==> src/core/lcsc_consts.svh <==
`ifndef LCSC_CONSTS_SVH
`define LCSC_CONSTS_SVH

// Register byte offsets on the register bus
`define LCSC_SET_OFS 8'hE0
`define LCSC_CLR_OFS 8'hE4

// Control field positions
`define LCSC_BIT_EXT_SEL 22
`define LCSC_BIT_MASTER 21
`define LCSC_BIT_RUN 20
`define LCSC_BIT_ACC_PHY 10
`define LCSC_BIT_ACC_SID 9

// Implemented bits; everything else reads as zero
`define LCSC_DEF_MASK 32'h0070_0600
`define LCSC_RST_VAL 32'h0000_0000

// Cycle period and timer tick rate
`define LCSC_CYC_PERIOD_US 125
`define LCSC_TICK_KHZ 24576
`define LCSC_ROLL_CNT ((`LCSC_CYC_PERIOD_US * `LCSC_TICK_KHZ) / 1000)

`endif

==> src/core/lcsc_pkg.sv <==
package lcsc_pkg;

    typedef logic [11:0] lcsc_ofs_t;

    // Received cycle start: valid strobe with the sender's cycle offset
    typedef struct packed {
        logic valid;
        lcsc_ofs_t ofs;
    } lcsc_cyc_pkt_s;

    typedef struct packed {
        logic ext_sel;
        logic master;
        logic run;
        logic acc_phy;
        logic acc_sid;
    } lcsc_ctl_s;

    typedef struct packed {
        lcsc_ctl_s ctl;
        logic ext_d;
        logic [31:0] prdata;
        logic pready;
        logic pslverr;
        logic send;
        logic phy_acc;
        logic sid_acc;
    } lcsc_main_s;

    typedef struct packed {
        lcsc_ofs_t ofs;
        logic roll;
    } lcsc_tmr_s;

endpackage

==> src/core/lcsc_cyc_timer.sv <==
`timescale 1ns/100ps
`default_nettype none
`include "lcsc_consts.svh"

module lcsc_cyc_timer
    import lcsc_pkg::*;
#(
    parameter int unsigned ROLL_CNT = `LCSC_ROLL_CNT
) (
    // Clock, reset, enable
    input wire logic clk,
    input wire logic rst_n,
    input wire logic ce,
    // Control
    input wire logic tick,
    input wire logic run,
    input wire logic ext_sel,
    input wire logic ext_edge,
    input wire lcsc_cyc_pkt_s load,
    // Status
    output logic [11:0] o_ofs,
    output logic o_roll
);

    localparam lcsc_ofs_t LAST = lcsc_ofs_t'(ROLL_CNT - 1);

    lcsc_tmr_s cur_ff;
    lcsc_tmr_s nxt_tmr;

    ////////////////////////////////////////////////////////////////////////////
    always_comb begin
        nxt_tmr = cur_ff;
        nxt_tmr.roll = 1'b0;
        if (load.valid) begin
            nxt_tmr.ofs = load.ofs;
        end else if (run) begin
            if (ext_sel) begin
                if (ext_edge) begin
                    nxt_tmr.ofs = '0;
                    nxt_tmr.roll = 1'b1;
                end else if (tick && cur_ff.ofs != LAST) begin
                    nxt_tmr.ofs = cur_ff.ofs + 12'h001;
                end
            end else if (tick) begin
                if (cur_ff.ofs == LAST) begin
                    nxt_tmr.ofs = '0;
                    nxt_tmr.roll = 1'b1;
                end else begin
                    nxt_tmr.ofs = cur_ff.ofs + 12'h001;
                end
            end
        end
    end

    always_ff @(posedge clk or negedge rst_n) begin
        if (!rst_n) begin
            cur_ff <= '0;
        end else if (ce) begin
            cur_ff <= nxt_tmr;
        end
    end

    assign o_ofs = cur_ff.ofs;
    assign o_roll = cur_ff.roll;
endmodule // lcsc_cyc_timer

`default_nettype wire

==> src/core/lcsc_link_ctrl.sv <==
`timescale 1ns/100ps
`default_nettype none
`include "lcsc_consts.svh"

module lcsc_link_ctrl
    import lcsc_pkg::*;
#(
    parameter int unsigned ADDR_W = 8,
    parameter int unsigned ROLL_CNT = `LCSC_ROLL_CNT
) (
    // Clock, reset, enable
    input wire logic I_CLK_SYS,
    input wire logic I_RST_B,
    input wire logic I_CE,
    // APB slave
    input wire logic I_PSEL,
    input wire logic I_PENABLE,
    input wire logic I_PWRITE,
    input wire logic [ADDR_W-1:0] I_PADDR,
    input wire logic [31:0] I_PWDATA,
    output logic [31:0] O_PRDATA,
    output logic O_PREADY,
    output logic O_PSLVERR,
    // Cycle timer
    input wire logic I_CYC_TICK,
    input wire logic I_EXTERNAL_CYCLE_INPUT,
    input wire logic I_PHY_ROOT,
    input wire lcsc_cyc_pkt_s I_CYC_START_RCV,
    input wire logic I_CYCLE_OVERRUN_EVENT,
    input wire logic I_OVERRUN_FLAG,
    output logic O_CYCLE_START_SEND,
    output logic [11:0] O_CYCLE_OFFSET,
    // Receiver
    input wire logic I_ASYNC_RECEIVE_CTX_EN,
    input wire logic I_PHY_PKT_VALID,
    input wire logic I_SELF_ID_VALID,
    output logic O_PHY_PKT_ACCEPT,
    output logic O_SELF_ID_ACCEPT
);

    localparam logic [ADDR_W-1:0] SET_ADR = ADDR_W'(`LCSC_SET_OFS);
    localparam logic [ADDR_W-1:0] CLR_ADR = ADDR_W'(`LCSC_CLR_OFS);
    localparam logic [31:0] DEF_MASK = `LCSC_DEF_MASK;

    ////////////////////////////////////////////////////////////////////////////
    // Reset release through two flops
    logic [1:0] rst_sync_ff;
    logic rst_n;

    always_ff @(posedge I_CLK_SYS or negedge I_RST_B) begin
        if (!I_RST_B) begin
            rst_sync_ff <= 2'h0;
        end else begin
            rst_sync_ff <= {rst_sync_ff[0], 1'b1};
        end
    end

    assign rst_n = rst_sync_ff[1];

    ////////////////////////////////////////////////////////////////////////////
    lcsc_main_s cur_ff;
    lcsc_main_s nxt_st;
    lcsc_cyc_pkt_s tmr_load;
    logic [11:0] tmr_ofs;
    logic tmr_roll;
    logic hit_set;
    logic hit_clr;
    logic hit;
    logic setup;
    logic wr_acc;
    logic ext_edge;
    logic [31:0] ctl_word;
    logic [31:0] set_v;
    logic [31:0] clr_v;

    always_comb begin
        ctl_word = `LCSC_RST_VAL;
        ctl_word[`LCSC_BIT_EXT_SEL] = cur_ff.ctl.ext_sel;
        ctl_word[`LCSC_BIT_MASTER] = cur_ff.ctl.master;
        ctl_word[`LCSC_BIT_RUN] = cur_ff.ctl.run;
        ctl_word[`LCSC_BIT_ACC_PHY] = cur_ff.ctl.acc_phy;
        ctl_word[`LCSC_BIT_ACC_SID] = cur_ff.ctl.acc_sid;
    end

    assign hit_set = (I_PADDR == SET_ADR);
    assign hit_clr = (I_PADDR == CLR_ADR);
    assign hit = hit_set | hit_clr;
    assign setup = I_PSEL & ~I_PENABLE;
    assign wr_acc = I_PSEL & I_PENABLE & I_PWRITE & cur_ff.pready;
    assign set_v = (wr_acc && hit_set) ? I_PWDATA : 32'h0000_0000;
    assign clr_v = (wr_acc && hit_clr) ? I_PWDATA : 32'h0000_0000;
    assign ext_edge = I_EXTERNAL_CYCLE_INPUT & ~cur_ff.ext_d;

    always_comb begin
        tmr_load.valid = I_CYC_START_RCV.valid & ~cur_ff.ctl.master;
        tmr_load.ofs = I_CYC_START_RCV.ofs;
    end

    ////////////////////////////////////////////////////////////////////////////
    always_comb begin
        nxt_st = cur_ff;
        nxt_st.ext_d = I_EXTERNAL_CYCLE_INPUT;
        // zero wait read of either address
        nxt_st.pready = setup;
        nxt_st.pslverr = setup & ~hit;
        if (setup) begin
            nxt_st.prdata = hit ? ctl_word : 32'h0000_0000;
        end
        nxt_st.ctl.ext_sel = (cur_ff.ctl.ext_sel | set_v[`LCSC_BIT_EXT_SEL])
            & ~clr_v[`LCSC_BIT_EXT_SEL];
        nxt_st.ctl.run = (cur_ff.ctl.run | set_v[`LCSC_BIT_RUN])
            & ~clr_v[`LCSC_BIT_RUN];
        nxt_st.ctl.acc_phy = (cur_ff.ctl.acc_phy | set_v[`LCSC_BIT_ACC_PHY])
            & ~clr_v[`LCSC_BIT_ACC_PHY];
        nxt_st.ctl.acc_sid = (cur_ff.ctl.acc_sid | set_v[`LCSC_BIT_ACC_SID])
            & ~clr_v[`LCSC_BIT_ACC_SID];
        if (I_CYCLE_OVERRUN_EVENT) begin
            nxt_st.ctl.master = 1'b0;
        end else if (set_v[`LCSC_BIT_MASTER] && !I_OVERRUN_FLAG) begin
            nxt_st.ctl.master = 1'b1;
        end else if (clr_v[`LCSC_BIT_MASTER]) begin
            nxt_st.ctl.master = 1'b0;
        end
        // cycle start on rollover as root master
        nxt_st.send = tmr_roll & cur_ff.ctl.master & I_PHY_ROOT;
        // PHY packets into async receive context
        nxt_st.phy_acc = I_PHY_PKT_VALID & cur_ff.ctl.acc_phy & I_ASYNC_RECEIVE_CTX_EN;
        // self-id independent of PHY packet enable
        // self-id gated by its own enable
        nxt_st.sid_acc = I_SELF_ID_VALID & cur_ff.ctl.acc_sid;
    end

    always_ff @(posedge I_CLK_SYS or negedge rst_n) begin
        if (!rst_n) begin
            cur_ff <= '0;
        end else if (I_CE) begin
            cur_ff <= nxt_st;
        end
    end

    ////////////////////////////////////////////////////////////////////////////
    // cycle offset counter
    lcsc_cyc_timer #(
        .ROLL_CNT(ROLL_CNT)
    ) u_cyc_timer (
        .clk(I_CLK_SYS),
        .rst_n(rst_n),
        .ce(I_CE),
        .tick(I_CYC_TICK),
        .run(cur_ff.ctl.run),
        .ext_sel(cur_ff.ctl.ext_sel),
        .ext_edge(ext_edge),
        .load(tmr_load),
        .o_ofs(tmr_ofs),
        .o_roll(tmr_roll)
    );

    assign O_PRDATA = cur_ff.prdata;
    assign O_PREADY = cur_ff.pready;
    assign O_PSLVERR = cur_ff.pslverr;
    assign O_CYCLE_START_SEND = cur_ff.send;
    assign O_CYCLE_OFFSET = tmr_ofs;
    assign O_PHY_PKT_ACCEPT = cur_ff.phy_acc;
    assign O_SELF_ID_ACCEPT = cur_ff.sid_acc;
endmodule // lcsc_link_ctrl

`default_nettype wire

==> config.mk <==
export PLATFORM = sky130hd
export DESIGN_NAME = lcsc_link_ctrl
export DESIGN_NICKNAME = d
export VERILOG_FILES = /design/src/core/lcsc_pkg.sv /design/src/core/lcsc_cyc_timer.sv /design/src/core/lcsc_link_ctrl.sv
export VERILOG_INCLUDE_DIRS = /design/src /design/src/core
export SDC_FILE = /design/constraint.sdc
export NUM_CORES = 1
export LEC_CHECK = 0
export ABC_CLOCK_PERIOD_IN_PS = 1400
export BUFFER_PORTS_ARGS = -buffer_cell sky130_fd_sc_hd__buf_2
export CORE_UTILIZATION = 43
export DETAILED_ROUTE_END_ITERATION = 7
export PLACE_DENSITY = 0.8
export SLEW_MARGIN = 20
export SYNTH_ARGS = -nofsm -noshare
export SYNTH_HDL_FRONTEND = slang
export SYNTH_SLANG_ARGS = --single-unit
==> constraint.sdc <==
create_clock -name I_CLK_SYS -period 1.4 [get_ports I_CLK_SYS]
set_clock_uncertainty 0.1 [all_clocks]
set_input_delay 0 -clock I_CLK_SYS [delete_from_list [all_inputs] [get_ports I_CLK_SYS]]
set_output_delay 0 -clock I_CLK_SYS [all_outputs]
set_load 0.01 [all_outputs]
==> metrics <==
status=finished, violations left; violated checks=negative setup slack; Met3 Routed Length=638 µm; Mapped Cells=200; DR WL/cell=17.2 µm; Seq/Total Area, Yosys=41.4%; CTS tree=built; # fillers=278; total global routing overflow=0; ANT nets after route=0; Synth async-reset ratio=100%; Util after Layout=73.3%; Hold WC Path Type=in -> reg; MaxCap Viol Count=0; core region area=4090 µm²; Hold Startpoint=I_CYC_START_RCV[12]; top cell type's share of synthesized area=41.4%; initial core utilization=45.9%; ANT cells=0; final hold vios=0; drt via density=5.59; Reg2Reg Launch Point=u_cyc_timer.o_ofs[1]$_DFFE_PN0P_; met2 WL post-DR=3.26 mm; crit path launch=u_cyc_timer.o_ofs[1]$_DFFE_PN0P_; Rows=23; initial drt markers=215; Max clock buf depth=2; Yosys reg bits=31; wirelength, routed=6.65 mm; Worst IR Drop VDD=693 µV; DRC=0; via count=2159; Synth cell types=41; PortBufs=61; Post-synth EDFFs=0; leakage=1.45 nW; largest area contributor in the netlist=dfrtp_1; final worst path period share=147%; io pins=116; Ys Warns=0; syn avg cell area=9.38 µm²; Pwr Total=2.35 mW; all-layer global routing usage=28.8%; die span in x=68.0 µm; Top FF cell, synth=dfrtp_1; # clock sinks=31; Critical Path RT=1.50 ns; Final setup viols=15; total number of H-tree levels=2; DRT Pass-1 Iters=5; routability cong.=0.849; first-pass GRT wire length=9.59 mm; Final Critical Period=2.05 ns; Slew Viols, Final=0; synthesized cell area=1880 µm²; P per Cell Area=785 nW/µm²; M1 wire length=2.51 mm; worst-path fanout max=6; Die Span Y=68.0 µm; largest net degree at the start of global routing=19; Worst Path Arrival=2.15 ns; number of global-route vias before repair=2061; FMAX=487 MHz; layout cells sized above 1=44.6%; CP Launch Type=flip-flop; Area growth syn-to-layout=59.6%; max layer used=met4; CTS Root Cell=clkbuf_8; Reg clk slew, reported paths=0.06 ns; RSZ-0062 raised after global routing=true; top cells by count, synth=32 x buf_4, 31 x dfrtp_1, 18 x o21ai_0, 14 x inv_1; initial antenna violation count=0; Crit Path Category=reg -> reg; full die area=4630 µm²; endpoint class of the critical path=flip-flop; dpl hpwl=3.68 mm; most numerous cell in the Yosys netlist=buf_4; Layout Nets=403; setup ws final=-0.652 ns; TritonCTS Buffers=5; Worst-Skew Late Latency=0.29 ns; Synth area leaders=dfrtp_1 41%, buf_4 13%, o21ai_0 4.8%, inv_1 2.8%, a31oi_1 2.7%
kinds of logic after synthesis:
group | count (synthesis) | share of synthesized area [%]
muxes | 1 | 0.600
other | 2 | 0.400
buffers and inverters | 51 | 17.4
and+or+nand+nor | 55 | 16.9
AOI/OAI and AO/OA | 59 | 22.6
DFF | 31 | 41.4
adders and majority gates | 1 | 0.667
routing by layer:
| layer | vias to the layer above | global-route usage, % |
|---|---|---|
| met3 | 33 | 5.67 |
| li1 | 941 | - |
| met2 | 189 | 44.0 |
| met4 | 0 | 21.1 |
| met5 | - | 0 |
| met1 | 996 | 35.8 |
critical path, stage by stage, from the launching register on:
cell and delay (ns):
dfrtp_2 0.40, ha_4 0.14, nand4_1 0.11, or3_4 0.44
a221oi_4 0.33, buf_6 0.18, buf_12 0.11, a221oi_2 0.03
a21oi_1 0.12
power breakdown:
| group | internal [mW] | switching, mW | leakage [nW] |
|---|---|---|---|
| clock | 0.447 | 0.363 | 0.0505 |
| sequential | 0.945 | 0.0362 | 0.410 |
| combinational | 0.277 | 0.283 | 0.994 |
| total | 1.67 | 0.682 | 1.45 |
state kept, by name, summed over array words and instances (netlist names):
name,cells
O_PHY_PKT_ACCEPT,1
O_SELF_ID_ACCEPT,1
O_PRDATA,5
cur_ff,1
u_cyc_timer.o_roll,1
rst_sync_ff,2
ctl_word,5
O_PSLVERR,1
O_CYCLE_START_SEND,1
O_PREADY,1
u_cyc_timer.o_ofs,12
per-stage QoR:
| stage | instances | TNS, ns | cell area, µm² | setup slack [ns] | hold slack [ns] |
|---|---|---|---|---|---|
| after CTS | 382 | -6.34 | 2900 | -0.532 | -0.000779 |
| after floorplan | 226 | -6.31 | 1990 | -0.516 | -0.396 |
| after detailed placement | 338 | -7.36 | 2390 | -0.551 | -0.311 |
| final | 386 | -7.78 | 2990 | -0.652 | 0.0475 |
| after global placement | 338 | -6.72 | 2390 | -0.500 | -0.311 |
| after global routing | 386 | -9.00 | 2990 | -0.702 | 0.0435 |
cells in the final DEF (no fill, tap or decap), drive strengths merged, types with 2 or more instances in the layout:
master,netlist,layout
or2,2,2
clkbuf,3,7
nand2,9,9
nand4b,2,2
nor2,8,8
conb,2,28
nor4,4,4
a21oi,9,9
o22ai,4,4
nand2b,2,2
a22o,5,5
o21ai,18,18
or3,2,2
a31oi,8,8
a22oi,3,3
nor2b,2,2
nand3,5,5
nand4,7,7
inv,14,14
a221oi,2,2
buf,34,111
nor3,7,7
dfrtp,31,31
o2bb2ai,2,2
and3,3,3
a32oi,3,3
nand3b,2,2
dlygate4sd3,0,28
o31a,2,2
worst paths after layout:
path	to	slack [ns]	cells past startpoint
max	u_cyc_timer.o_ofs[0]$_DFFE_PN0P_	-0.65	8
min	u_cyc_timer.o_roll$_DFFE_PN0P_	0.05	4
max reg2reg	u_cyc_timer.o_ofs[0]$_DFFE_PN0P_	-0.65	8
min reg2reg	u_cyc_timer.o_ofs[11]$_DFFE_PN0P_	0.09	1
max in group asynchronous	rst_sync_ff[1]$_DFF_PN0_	0.62	3
min in group asynchronous	u_cyc_timer.o_ofs[11]$_DFFE_PN0P_	0.09	1
repair_timing:
item                                   CTS  global route
pin swaps                                5             9
endpoints found under the hold margin   24             0
hold buffers                            28             0
cloned                                   1             0
setup buffers                            7             5
setup endpoints to repair               13            19
gates resized for setup                 13            17
cell type report:
| type | count | area [µm²] | share of cell area [%] |
|---|---|---|---|
| Multi-Input combinational cell | 144 | 988 | 33.0 |
| Sequential cell | 31 | 778 | 26.0 |
| Clock inverter | 1 | 7.51 | 0.251 |
| Tap cell | 50 | 62.6 | 2.09 |
| Inverter | 14 | 52.6 | 1.76 |
| Clock buffer | 7 | 96.3 | 3.22 |
| Timing Repair Buffer | 139 | 1010 | 33.7 |
No activity file was read; power rests on OpenSTA's default activity.
